### src/inc/prescale_pkg.sv
// Constants for the reference input prescaler and its register bus.
// Assumes one 10 MHz clock and an AXI4-Lite master with 32-bit data.
package prescale_pkg;
	localparam int addr_w = 4;
	localparam int ratio_w = 20;
	localparam int num_inputs = 4;
	// Byte offsets of the registers
	localparam logic [3:0] cfg_base = 4'h0;
	localparam logic [3:0] status_off = 4'hC;
	// Field positions of the config word
	localparam int prio_bit = 24;
	localparam int hold_n_bit = 22;
	localparam int enable_n_bit = 21;
	localparam int skip_bit = 20;
	localparam int ratio_msb = 19;
	// Reset value, write mask, minimum ratio and response codes
	localparam logic [31:0] cfg_reset = 32'h0050_0000;
	localparam logic [31:0] cfg_rw_mask = 32'h0170_0000 | 32'h000F_FFFF;
	localparam logic [ratio_w-1:0] ratio_min = 20'h00002;
	localparam logic [1:0] resp_okay = 2'h0;
	localparam logic [1:0] resp_slverr = 2'h2;
endpackage

### src/logic/input_divider.sv
// One reference input divider with hold, enable and skip controls.
// Assumes the reference is sampled as an ordinary input on mclk.
`timescale 1ns/100ps
module input_divider (
	// Clock and reset
	input wire logic mclk,
	input wire logic rst,
	// Reference and controls
	input wire logic ref_in,
	input wire logic hold_n,
	input wire logic enable_n,
	input wire logic divider_skip,
	input wire logic [19:0] divide_factor,
	// Result to loop and monitor
	output logic ref_out
);
	logic ref_d_r, ref_d_nxt;
	logic [19:0] cnt_r, cnt_nxt;
	logic div_r, div_nxt;
	logic out_r, out_nxt;
	logic rise;
	logic [19:0] half;

	always_comb begin
		rise = ref_in & ~ref_d_r;
		half = divide_factor >> 1;
		ref_d_nxt = ref_in;
		cnt_nxt = cnt_r;
		div_nxt = div_r;
		if (!hold_n) begin
			// Held in set state
			cnt_nxt = 20'h00000;
			div_nxt = 1'b1;
		end else if (!enable_n && rise) begin
			if (cnt_r >= divide_factor - 20'h00001) begin
				cnt_nxt = 20'h00000;
				div_nxt = 1'b1;
			end else begin
				cnt_nxt = cnt_r + 20'h00001;
				if (cnt_r + 20'h00001 == half)
					div_nxt = 1'b0;
			end
		end
		out_nxt = divider_skip ? ref_in : div_r;
	end

	always_ff @(posedge mclk) begin
		if (rst) begin
			ref_d_r <= 1'b0;
			cnt_r <= 20'h00000;
			div_r <= 1'b1;
			out_r <= 1'b0;
		end else begin
			ref_d_r <= ref_d_nxt;
			cnt_r <= cnt_nxt;
			div_r <= div_nxt;
			out_r <= out_nxt;
		end
	end

	assign ref_out = out_r;
endmodule

### src/logic/reference_input_prescaler.sv
// Four reference input prescalers with AXI4-Lite config and selection.
// Assumes references are synchronous to mclk and below half its rate.
//
// What this block does
// - Priority bit 0 first, 1 second.
// - Equal priority: lowest input index wins.
// - Hold bit low keeps divider set.
// - Enable bit low runs the divider.
// - Skip passes reference; else divided reference.
// - Ratio in bits 19:0, minimum two.
// - Reset: skip, hold one, enable zero.
//
// The AXI4-Lite slave port and the placing of the registers are this design's own decisions.
`timescale 1ns/100ps
module reference_input_prescaler (
	// Clock and reset
	input wire logic mclk,
	input wire logic rst,
	// AXI4-Lite write
	input wire logic [3:0] s_axi_awaddr,
	input wire logic s_axi_awvalid,
	output logic s_axi_awready,
	input wire logic [31:0] s_axi_wdata,
	input wire logic [3:0] s_axi_wstrb,
	input wire logic s_axi_wvalid,
	output logic s_axi_wready,
	output logic [1:0] s_axi_bresp,
	output logic s_axi_bvalid,
	input wire logic s_axi_bready,
	// AXI4-Lite read
	input wire logic [3:0] s_axi_araddr,
	input wire logic s_axi_arvalid,
	output logic s_axi_arready,
	output logic [31:0] s_axi_rdata,
	output logic [1:0] s_axi_rresp,
	output logic s_axi_rvalid,
	input wire logic s_axi_rready,
	// References in and out
	input wire logic [3:0] ref_in,
	output logic [3:0] ref_to_loop,
	output logic [1:0] digital_loop_sel
);
	// One config word per input; the word index is the input number
	logic [31:0] cfg_r [4];
	logic [31:0] cfg_nxt [4];

	// Write channel
	logic [3:0] aw_a_r;
	logic [3:0] aw_a_nxt;
	logic [31:0] w_d_r;
	logic [31:0] w_d_nxt;
	logic [3:0] w_s_r;
	logic [3:0] w_s_nxt;
	logic [1:0] bresp_r;
	logic [1:0] bresp_nxt;
	logic awready_r;
	logic awready_nxt;
	logic wready_r;
	logic wready_nxt;
	logic [31:0] wm;
	logic [1:0] widx;

	// Read channel
	logic [31:0] rdata_r;
	logic [31:0] rdata_nxt;
	logic [1:0] rresp_r;
	logic [1:0] rresp_nxt;
	logic [1:0] ridx;

	// Divider controls and selection
	logic [1:0] sel_r;
	logic [1:0] sel_nxt;
	logic [3:0] div_out;
	logic [3:0] cand;
	logic found;
	logic [3:0] hold_n;
	logic [3:0] enable_n;
	logic [3:0] skip;
	logic [3:0] low_prio;
	logic [prescale_pkg::ratio_w-1:0] raw_ratio [4];
	logic [prescale_pkg::ratio_w-1:0] factor [4];

	// Write side: both halves, one commit cycle, then the answer
	typedef enum logic [4:0] {
		wr_idle = 5'h01,
		wr_got_addr = 5'h02,
		wr_got_data = 5'h04,
		wr_commit = 5'h08,
		wr_answer = 5'h10
	} wr_state_t;
	wr_state_t wr_state_r;
	wr_state_t wr_state_nxt;

	// Read side: an accepted address is answered on the next cycle
	typedef enum logic [1:0] {
		rd_idle = 2'h1,
		rd_answer = 2'h2
	} rd_state_t;
	rd_state_t rd_state_r;
	rd_state_t rd_state_nxt;

	// Ratios below the minimum would wrap the divider's counter
	function automatic logic [prescale_pkg::ratio_w-1:0] clamp_ratio(
		input logic [prescale_pkg::ratio_w-1:0] value
	);
		if (value < prescale_pkg::ratio_min)
			return prescale_pkg::ratio_min;
		return value;
	endfunction

	genvar g;
	generate
		for (g = 0; g < prescale_pkg::num_inputs; g++) begin : gen_div
			assign raw_ratio[g] = cfg_r[g][prescale_pkg::ratio_msb:0];
			assign factor[g] = clamp_ratio(raw_ratio[g]);
			assign hold_n[g] = cfg_r[g][prescale_pkg::hold_n_bit];
			assign enable_n[g] = cfg_r[g][prescale_pkg::enable_n_bit];
			assign skip[g] = cfg_r[g][prescale_pkg::skip_bit];
			assign low_prio[g] = ~cfg_r[g][prescale_pkg::prio_bit];
			input_divider u_div (
				.mclk(mclk),
				.rst(rst),
				.ref_in(ref_in[g]),
				.hold_n(hold_n[g]),
				.enable_n(enable_n[g]),
				.divider_skip(skip[g]),
				.divide_factor(factor[g]),
				.ref_out(div_out[g])
			);
		end
	endgenerate

	// Byte strobes widen to lane masks; read-only bits never change
	generate
		for (g = 0; g < 4; g++) begin : gen_lane
			assign wm[g*8 +: 8] = {8{w_s_r[g]}}
				& prescale_pkg::cfg_rw_mask[g*8 +: 8];
		end
	endgenerate

	always_comb begin
		wr_state_nxt = wr_state_r;
		aw_a_nxt = aw_a_r;
		w_d_nxt = w_d_r;
		w_s_nxt = w_s_r;
		bresp_nxt = bresp_r;
		for (int i = 0; i < 4; i++)
			cfg_nxt[i] = cfg_r[i];
		widx = aw_a_r[3:2];
		unique case (wr_state_r)
			wr_idle: begin
				if (s_axi_awvalid)
					aw_a_nxt = s_axi_awaddr;
				if (s_axi_wvalid) begin
					w_d_nxt = s_axi_wdata;
					w_s_nxt = s_axi_wstrb;
				end
				if (s_axi_awvalid && s_axi_wvalid)
					wr_state_nxt = wr_commit;
				else if (s_axi_awvalid)
					wr_state_nxt = wr_got_addr;
				else if (s_axi_wvalid)
					wr_state_nxt = wr_got_data;
			end
			wr_got_addr: begin
				// Address taken: wait for the data
				if (s_axi_wvalid) begin
					w_d_nxt = s_axi_wdata;
					w_s_nxt = s_axi_wstrb;
					wr_state_nxt = wr_commit;
				end
			end
			wr_got_data: begin
				// Data taken: wait for the address
				if (s_axi_awvalid) begin
					aw_a_nxt = s_axi_awaddr;
					wr_state_nxt = wr_commit;
				end
			end
			wr_commit: begin
				cfg_nxt[widx] = (cfg_r[widx] & ~wm) | (w_d_r & wm);
				bresp_nxt = prescale_pkg::resp_okay;
				wr_state_nxt = wr_answer;
			end
			wr_answer: begin
				// Hold the answer until the master takes it
				if (s_axi_bready)
					wr_state_nxt = wr_idle;
			end
			default: wr_state_nxt = wr_idle;
		endcase
		awready_nxt = wr_state_nxt[0] | wr_state_nxt[2];
		wready_nxt = wr_state_nxt[0] | wr_state_nxt[1];
	end

	// Read path: word index selects an input's config word
	always_comb begin
		rd_state_nxt = rd_state_r;
		rdata_nxt = rdata_r;
		rresp_nxt = rresp_r;
		ridx = s_axi_araddr[3:2];
		unique case (rd_state_r)
			rd_idle: begin
				if (s_axi_arvalid) begin
					rdata_nxt = cfg_r[ridx];
					rresp_nxt = prescale_pkg::resp_okay;
					// Misaligned reads answer with an error
					if (s_axi_araddr[1:0] != 2'h0)
						rresp_nxt = prescale_pkg::resp_slverr;
					rd_state_nxt = rd_answer;
				end
			end
			rd_answer: begin
				// Hold the answer until the master takes it
				if (s_axi_rready)
					rd_state_nxt = rd_idle;
			end
			default: rd_state_nxt = rd_idle;
		endcase
	end

	// Reference choice: first priority class, then lowest index
	always_comb begin
		found = 1'b0;
		sel_nxt = sel_r;
		cand = low_prio;
		// No first-priority input: fall back to all of them
		if (cand == 4'h0)
			cand = 4'hF;
		for (int i = 0; i < 4; i++) begin
			if (cand[i] && !found) begin
				sel_nxt = 2'(i);
				found = 1'b1;
			end
		end
	end

	// Config words and write channel
	always_ff @(posedge mclk) begin
		if (rst) begin
			for (int i = 0; i < 4; i++)
				cfg_r[i] <= prescale_pkg::cfg_reset;
			wr_state_r <= wr_idle;
			aw_a_r <= 4'h0;
			w_d_r <= 32'h0000_0000;
			w_s_r <= 4'h0;
			bresp_r <= 2'h0;
			awready_r <= 1'b1;
			wready_r <= 1'b1;
		end else begin
			for (int i = 0; i < 4; i++)
				cfg_r[i] <= cfg_nxt[i];
			wr_state_r <= wr_state_nxt;
			aw_a_r <= aw_a_nxt;
			w_d_r <= w_d_nxt;
			w_s_r <= w_s_nxt;
			bresp_r <= bresp_nxt;
			awready_r <= awready_nxt;
			wready_r <= wready_nxt;
		end
	end

	// Read channel
	always_ff @(posedge mclk) begin
		if (rst) begin
			rd_state_r <= rd_idle;
			rdata_r <= 32'h0000_0000;
			rresp_r <= 2'h0;
		end else begin
			rd_state_r <= rd_state_nxt;
			rdata_r <= rdata_nxt;
			rresp_r <= rresp_nxt;
		end
	end

	// Selected reference
	always_ff @(posedge mclk) begin
		if (rst)
			sel_r <= 2'h0;
		else
			sel_r <= sel_nxt;
	end

	// Outputs come straight from registers
	assign s_axi_awready = awready_r;
	assign s_axi_wready = wready_r;
	assign s_axi_bvalid = wr_state_r[4];
	assign s_axi_bresp = bresp_r;
	assign s_axi_arready = rd_state_r[0];
	assign s_axi_rvalid = rd_state_r[1];
	assign s_axi_rdata = rdata_r;
	assign s_axi_rresp = rresp_r;
	assign ref_to_loop = div_out;
	assign digital_loop_sel = sel_r;
endmodule

### config.mk
export PLATFORM = sky130hd
export DESIGN_NAME = reference_input_prescaler
export DESIGN_NICKNAME = d
export VERILOG_FILES = /design/src/inc/prescale_pkg.sv /design/src/logic/input_divider.sv /design/src/logic/reference_input_prescaler.sv
export SDC_FILE = /design/constraint.sdc
export NUM_CORES = 1
export LEC_CHECK = 0
export ABC_AREA = 1
export BUFFER_PORTS_ARGS = -buffer_cell sky130_fd_sc_hd__buf_2
export CORE_ASPECT_RATIO = 0.75
export CORE_UTILIZATION = 25
export CTS_BUF_LIST = sky130_fd_sc_hd__clkbuf_16
export DETAILED_ROUTE_END_ITERATION = 12
export GPL_TIMING_DRIVEN = 0
export PLACE_DENSITY = 0.36
export SKIP_CTS_REPAIR_TIMING = 1
export SYNTH_ARGS = -nofsm -noshare
export SYNTH_HDL_FRONTEND = slang
export SYNTH_HIERARCHICAL = 1
export SYNTH_SLANG_ARGS = --single-unit
### constraint.sdc
create_clock -name mclk -period 4.24 [get_ports mclk]
set_input_delay 0.636 -clock mclk [delete_from_list [all_inputs] [get_ports mclk]]
set_output_delay 0.636 -clock mclk [all_outputs]
set_load 0.02 [all_outputs]
**After elaboration in Yosys (flattened, before gate mapping)**

Memory sizes are Yosys's and may differ from the RTL's. A register that Yosys moved wholly into a read port is not among the register bits.
Cells that the tools add are included.

- Flip-flop bits (word level): 145
- Input port bits: 55
- Output and inout port bits: 47
- Memories kept: 1
- Logic and storage cells: 187
- Bits in writable memories: 128

Memory list:

| name | depth | bits a word | read ports | clocked after memory_dff | wr ports | line | source |
|---|---|---|---|---|---|---|---|
| cfg_r | 4 | 32 | 6 | 2 | 4 | reference_input_prescaler.sv:44 | `logic [31:0] cfg_r [4];` |

- Bitwise gates (word level): 27
- Mux-type cells: 60
- $lt $le $gt $ge: 10
- $add $sub $neg: 8
- Reductions and logical operators: 38
- Eq/ne operators: 17

Operators with widths:

| operator | number |
|---|---|
| $mux 20 | 12 |
| $mux 32 | 5 |
| $bwmux 128 | 1 |
| $mux 128 | 1 |
| $add 20x1->20 const B | 4 |
| $eq 20x19->1 | 4 |
| $ge 20x20->1 | 4 |
| $lt 20x2->1 const B | 4 |
| $sub 20x1->20 const B | 4 |
| $demux 32 s2 | 1 |
| $and 32x25->32 | 1 |
| $and 32x32->32 | 1 |
| $not 25->32 | 1 |
| $or 32x32->32 | 1 |
| $mux 5 | 6 |
| $pmux 5 s5 | 1 |
| $mux 1 | 22 |
| $mux 2 | 9 |
| $reduce_and 2->1 | 8 |
| $not 1->1 | 12 |
| $reduce_or 2->1 | 6 |
| $ne 2x2->1 const B | 5 |
| $reduce_bool 2->1 | 5 |
| $logic_and 1x1->1 | 9 |
| other kinds (19) | 33 |

**Logic depth before layout (Yosys ltp)**

Gate-level depths: netlist of run 1.
An unclocked memory read counts as a cell.

- Depth in word-level cells: 14
- Gate-level depth with buffers: 29
- Mapped depth without buffers: 28

**Cells and area by module**

Netlist of run 1, hierarchy kept.

By module, submodules not included:

| module | seq. area each (sq um) | cells an instance | area each (sq um) | times used |
|---|---|---|---|---|
| reference_input_prescaler | 4083.9 | 1738 | 10652.7 | 1 |
| input_divider at gen_div[0].u_div ... | 460.4 | 456 | 2696.3 | 2 |
| input_divider at gen_div[3].u_div | 460.4 | 455 | 2746.4 | 1 |
| input_divider at gen_div[1].u_div | 460.4 | 463 | 2672.6 | 1 |

**Least setup slack after synthesis of run 1**

No wires, ideal clock.

- Kind: reg-to-reg
- From: mem cfg_r[2][11]
- To: reg gen_div[2].u_div.cnt_r[19]
- Arrival: 3112 ps
- Stages on the path, launching flop included: 26
- Clock period less this slack: 3239 ps
- Buffers on the path: 1
- Library setup time: 128 ps
- Required time: 4112 ps
- Setup slack: 1001 ps
- Cells stage by stage: dfxtp_1 > inv_1 > nand4_1 > nor2_1 > nand2_1 > nor2_1 > nor2_1 > inv_1 > nand3_1 > nor4_2 > nand2_1 > nor3_2 > nand2_1 > xnor2_1 > inv_1 > ha_1 > nand2_1 > nor2_1 > nand2_1 > nor4b_1 > nand2_1 > nand3_1 > buf_2 > nor2_1 > a21oi_1 > nor2_1

RTL lines:

| what | line | source |
|---|---|---|
| start, declared | reference_input_prescaler.sv:44 |  |
| end signal, assigned | input_divider.sv:55 | `cnt_r <= cnt_nxt;` |
| end, declared | input_divider.sv:18 | `logic [19:0] cnt_r, cnt_nxt;` |

==> results of run 1 <==
==> per-stage QoR <==
| step | cells | util [%] | worst slack (ns) |
|---|---|---|---|
| floorplan | 3570 | - | 1.00 |
| global placement | 4783 | 27.6 | -0.407 |
| detailed placement | 4783 | 27.6 | -0.379 |
| CTS | 4855 | 29.2 | -0.430 |
| global route | 4867 | 29.7 | -0.0522 |
| finish | 4868 | 29.7 | 0.218 |
==> worst paths after layout <==
| kind | startpoint | endpoint | slack (ns) | cells after the start |
|---|---|---|---|---|
| setup / recovery | cfg_r[1][13]$_SDFFE_PP0P_ | gen_div[1].u_div/cnt_r[11]$_SDFFE_PP0P_ | 0.22 | 25 |
| hold / removal | s_axi_araddr[1] | s_axi_rresp[1]$_SDFFE_PP0P_ | 0.28 | 3 |
| setup reg to reg | cfg_r[1][13]$_SDFFE_PP0P_ | gen_div[1].u_div/cnt_r[11]$_SDFFE_PP0P_ | 0.22 | 25 |
| hold reg to reg | gen_div[2].u_div/div_r$_SDFFE_PP1P_ | gen_div[2].u_div/div_r$_SDFFE_PP1P_ | 0.45 | 2 |
==> sequential cells by signal (all words and copies together) (netlist names), named ones only <==
name and cells:
aw_a_r 2, cfg_r 128, digital_loop_sel 2, gen_div.u_div/cnt_r 80
gen_div.u_div/div_r 4, gen_div.u_div/ref_d_r 4, gen_div.u_div/ref_out 4, rd_state_r 2
s_axi_awready 1, s_axi_rdata 32, s_axi_rresp 1, s_axi_wready 1
w_d_r 24, w_s_r 4, wr_state_r 5
==> report_power, final <==
part / internal (mW) / switching [mW]
clock network: 2.07 / 1.53
registers: 2.90 / 0.0992
logic: 0.757 / 1.55
==> layout make-up <==
cell class                 count  share of cell area, %
tap                         1128                   5.63
timing repair buffer          97                   2.12
antenna                        1                0.00998
sequential                   296                   23.8
clock buffer                  39                   3.89
inverter                     455                   6.82
clock inverter                33                   1.48
buffer                       209                   3.84
multi-input combinational   2610                   52.5
==> worst max-delay path: stages, from the launching register on <==
cell	delay, ns
dfxtp_4	0.37
inv_2	0.09
nand4_1	0.13
nor2_2	0.20
nand2_2	0.09
nor2_2	0.12
nor2_2	0.08
inv_2	0.08
nand3_2	0.12
nor3_4	0.31
inv_2	0.08
nor2_4	0.13
nand2_2	0.09
nor3_4	0.23
nand4_1	0.14
xor2_1	0.16
ha_1	0.34
nand2_2	0.09
nor2_4	0.12
nand2_2	0.10
or2_2	0.33
nand3_4	0.16
buf_6	0.16
nor2_1	0.04
nand2_1	0.06
a21oi_1	0.07
==> kinds of logic after synthesis <==
| logic type | share of synthesized area [%] |
|---|---|
| buffers and inverters | 12.2 |
| xor gates and xnor gates | 3.98 |
| AOI/OAI and AO/OA | 11.6 |
| adders and majority gates | 5.13 |
| DFF | 27.6 |
| other | 0.0175 |
| and+or+nand+nor | 39.5 |
==> placed cells by master, fill, tap and decap left out, drive strengths merged, types with 11 or more instances in the layout <==
cell,count
clkbuf,182
ha,88
dfxtp,296
nor2,487
o21ai,121
or2,32
nor3,28
clkinv,18
nand4,49
nand3,293
nor4,11
xnor2,14
xor2,68
buf,163
o211ai,13
inv,462
o21a,20
nand3b,16
nand2,1040
a21oi,299
==> metal layers <==
| metal | vias up | track usage, % | share of wire, % |
|---|---|---|---|
| li1 | 11500 | - | - |
| met1 | 10200 | 32.0 | 54 |
| met2 | 476 | 27.9 | 38 |
| met3 | 87 | 3.64 | 5.5 |
| met4 | 0 | 4.68 | 2.0 |
| met5 | - | 0 | 0 |
==> flow_summary.yaml, run 1 <==
final_layout:
  ff_latch_area_um2: 5960
  syn2layout_area_growth_pct: 16.8
  drive_gt1_share_pct: 11.7
  fillers: 9689
  multi_input_area_um2: 13200
  nNetsFinal: 3851
  postLayoutCellArea_um2: 25100
clocking:
  clock_sinks: 296
  htree_levels: 2
  cts_buffer_depth: 3
  clock-root-buffer: "clkbuf_16"
  cts-buffers-inserted: 39
  clkSlewWorstSetupHoldPaths_ns: 0.06
  clock_latency_ns: 0.61
  tritoncts: "done"
synth:
  synth.cell_area_um2: 21500
  synth_top_area_share_pct: 27.6
  synth_area_leaders: "dfxtp_1, nand2_1, nor2_1, inv_1, a21oi_1"
  ys_ff_latch: 296
  ys_warn_count: 6
  yosysTopAreaCell: "dfxtp_1"
  synth_edf_count: 0
  synth.most_common_cell: "nand2_1"
  ys.flop_type: "dfxtp_1"
  syn_inst: 3568
  synth_cell_types: 47
  ys_seq_area_share_pct: 27.6
  async_flop_share_pct: 0
  synth_common_cells: "nand2_1, nor2_1, inv_1"
  syn_area_per_cell_um2: 6.02
die:
  dieArea_um2: 87000
  start_util_pct: 25.4
  rows: 92
  io_pins: 102
  core_area_um2: 84500
  die_h_um: 256
  die_w_um: 340
drt:
  routed_wl_um: 90500
  final_antenna_net_count: 0
  first_pass_iters: 5
  via_per_inst: 4.57
  num_vias: 22300
  drt_iter0_drc: 1706
  drc: 0
  wl_per_cell_um: 18.6
job:
  drv_cap: 0
sta:
  skew_ns: 0.0307
  min_period_ns: 4.02
  setup_viol: 0
  tns_ns: 0
  slew_headroom_pct: 31.3
  fmax_mhz: 249
  finalMaxSlewViolations: 0
  tightest_slew_ns: 1.03
  hold-worst-slack_ns: 0.279
  hold_violations: 0
  period_share_pct: 94.9
grt:
  grt_antenna_before_repair: 1
  grt_max_degree: 14
  grt_pass1_wl_um: 135000
  grt_usage_pct: 20.4
  grt_pass1_vias: 20700
  grt_overflow_total: 0
worst_hold_path:
  min_path_type: "in2reg"
placed_design:
  place_area_um2: 23300
  portBuffers: 85
  dp_hpwl_um: 72100
  gp_congestion: 0.893
worst_setup_path:
  cp.arrival_ns: 4.47
  required_ns: 4.69
  crit_path_end_kind: "register"
  critical_path_class: "reg2reg"
  critPathMaxFanout: 10
  start_kind: "register"
pwr:
  leakage_nw: 11.7
  power_mw: 8.90
  power_density_nw_per_um2: 355
  peakVddDrop_v: 0.000266
outcome:
  status: "finished clean"
Note: power is estimated with default switching activity, not from simulation.
==> inputs of run 2 (changes only) <==
==> constraint.sdc (replaced) <==
create_clock -name mclk -period 3.8 [get_ports mclk]
set_input_delay 0.57 -clock mclk [delete_from_list [all_inputs] [get_ports mclk]]
set_output_delay 0.57 -clock mclk [all_outputs]
set_load 0.02 [all_outputs]
==> flow_summary.yaml, run 2 (synthesized netlist as in run 1, its figures left out) <==
drt:
  routed_wl_um: 91800
  drt_iter0_drc: 1707
  wl_per_cell_um: 18.6
  num_vias: 22700
  via_per_inst: 4.58
  drc: 0
  final_antenna_net_count: 0
  first_pass_iters: 6
pwr:
  leakage_nw: 12.2
  pwr-share-seq_pct: 32.0
  power_density_nw_per_um2: 390
  p_clk_share_pct: 38.6
  power_frac_comb_pct: 29.4
  power.switching_mw: 3.76
  p_int_mw: 6.65
  swShare_pct: 36.2
  peakVddDrop_v: 0.000294
die:
  start_util_pct: 25.4
  die_h_um: 256
  rows: 92
  dieArea_um2: 87000
  die_w_um: 340
  io_pins: 102
  core_area_um2: 84500
sta:
  skew_ns: 0.0352
  hold-worst-slack_ns: 0.205
  setup_ws_ns: -0.218
  min_period_ns: 4.02
  fmax_mhz: 249
  finalMaxSlewViolations: 0
  hold_violations: 0
  slew_headroom_pct: 29.0
  rsz0062_at_grt: "true"
  setup_viol: 31
  period_share_pct: 106
  tightest_slew_ns: 1.06
grt:
  grt_overflow_total: 0
  grt_pass1_vias: 20700
  grt_usage_pct: 20.4
  grt_pass1_wl_um: 135000
  grt_max_degree: 14
  grt_antenna_before_repair: 1
placed_design:
  dp_cells: 4783
  dp_hpwl_um: 72100
  portBuffers: 85
  place_area_um2: 23300
  place_ws_ns: -0.819
  gp_congestion: 0.893
final_layout:
  top_register: "cfg_r"
  postLayoutCellArea_um2: 26700
  multi_input_area_um2: 13900
  syn2layout_area_growth_pct: 24.4
  drive_gt1_share_pct: 18.2
  nNetsFinal: 3930
  fin_cells: 4948
  layout_common_cells: "nand2_1, inv_1, nor2_1"
  fillers: 9597
  final_common_cell: "nand2_1"
  largest_reg_flops: 128
  ff_latch_area_um2: 6050
clocking:
  cts-buffers-inserted: 39
  clock-root-buffer: "clkbuf_16"
  cts_buffer_depth: 3
  tritoncts: "done"
  clkSlewWorstSetupHoldPaths_ns: 0.06
  clock_latency_ns: 0.62
  clock_sinks: 296
  htree_levels: 2
worst_setup_path:
  worstRegToRegCells: 26
  required_ns: 4.25
  path_depth: 26
  crit_path_end_kind: "register"
  crit_path_frequent_cell: "nor2_4"
  start_kind: "register"
  cp.arrival_ns: 4.47
  critical_path_class: "reg2reg"
  endpoint: "gen_div[1].u_div/cnt_r[18]$_SDFFE_PP0P_"
  critPathMaxStageDelay_ns: 0.35
  crit_start: "cfg_r[1][15]$_SDFFE_PP0P_"
  critPathMaxFanout: 5
  critPathTopFamily: "simple AND/OR/NAND/NOR gates"
  reg2reg_slack_ns: -0.22
  crit_slowest_cell: "dfxtp_4"
  r2r-end: "gen_div[1].u_div/cnt_r[18]$_SDFFE_PP0P_"
  reg2reg_from: "cfg_r[1][15]$_SDFFE_PP0P_"
  critPathBufInv: 4
job:
  drv_cap: 0
worst_hold_path:
  min_path_type: "in2reg"
outcome:
  status: "complete, but fails checks"
  violations: "setup timing"
## run 2: power by group through the flow
stage / Combinational, mW / Sequential, mW / Clock (mW)
after floorplan: 1.53 / 3.42 / 0
after global placement: 2.37 / 3.42 / 0
after detailed placement: 2.35 / 3.42 / 0
after CTS: 2.36 / 3.35 / 4.14
after global routing: 3.35 / 3.35 / 4.27
final: 3.06 / 3.33 / 4.02
## run 2: layer usage
metal / vias to the layer above / wire (um) / global-route usage (%)
met5: - / 0 / 0
met2: 503 / 35600 / 27.9
li1: 11700 / - / -
met1: 10400 / 49500 / 32.0
met3: 86 / 4820 / 3.64
met4: 0 / 1810 / 4.68
## run 2: per-stage QoR
step	total power [mW]	setup TNS [ns]	utilization, %
after floorplan	4.95	0	-
after global placement	5.79	-57.38	27.6
after detailed placement	5.77	-55.45	27.6
after CTS	9.85	-57.93	29.2
after global routing	11.0	-23.17	31.6
final	10.4	-4.16	31.6
## run 2: cell type report
cell class,count,share of cell area [%]
Antenna cell,2,0.0187
Clock inverter,33,1.39
Buffer,209,3.74
Clock buffer,39,3.66
Multi-Input combinational cell,2610,52.1
Inverter,455,6.59
Timing Repair Buffer,176,4.59
Tap cell,1128,5.29
Sequential cell,296,22.6
## run 2: worst reg2reg max path, stage by stage, from the launching register on
cell and delay [ns]:
dfxtp_4 0.35, inv_4 0.06, nand4_1 0.13, nor2_2 0.20
nand2_2 0.11, nor2_4 0.14, nor2_4 0.06, inv_2 0.09
nand3_4 0.09, nor3_4 0.30, inv_2 0.08, nor2_4 0.15
nand2_4 0.07, nor3_4 0.23, nand4_1 0.14, xor2_1 0.16
ha_1 0.34, nand2_2 0.09, nor2_4 0.11, nand2_2 0.10
nor4_1 0.26, nand2_1 0.13, nand3_4 0.19, clkbuf_16 0.18
nor2_1 0.04, nand2_1 0.05, a21oi_1 0.06
## run 2: how the worst min path moves through the flow
| stage | start | end | slack (ns) | depth (start not counted) |
|---|---|---|---|---|
| 2_1_floorplan | cfg_r[1][24]$_SDFFE_PP0P_ | digital_loop_sel[0]$_SDFFE_PP0P_ | 0.41 | 1 |
| 3_3_place_gp | gen_div[2].u_div/div_r$_SDFFE_PP1P_ | gen_div[2].u_div/div_r$_SDFFE_PP1P_ | 0.44 | 2 |
| 3_5_place_dp | gen_div[3].u_div/div_r$_SDFFE_PP1P_ | gen_div[3].u_div/div_r$_SDFFE_PP1P_ | 0.44 | 2 |
| 4_1_cts | s_axi_araddr[1] | s_axi_rresp[1]$_SDFFE_PP0P_ | 0.17 | 3 |
| 5_1_grt | s_axi_araddr[0] | s_axi_rresp[1]$_SDFFE_PP0P_ | 0.21 | 3 |
| 6_report | s_axi_araddr[1] | s_axi_rresp[1]$_SDFFE_PP0P_ | 0.21 | 3 |
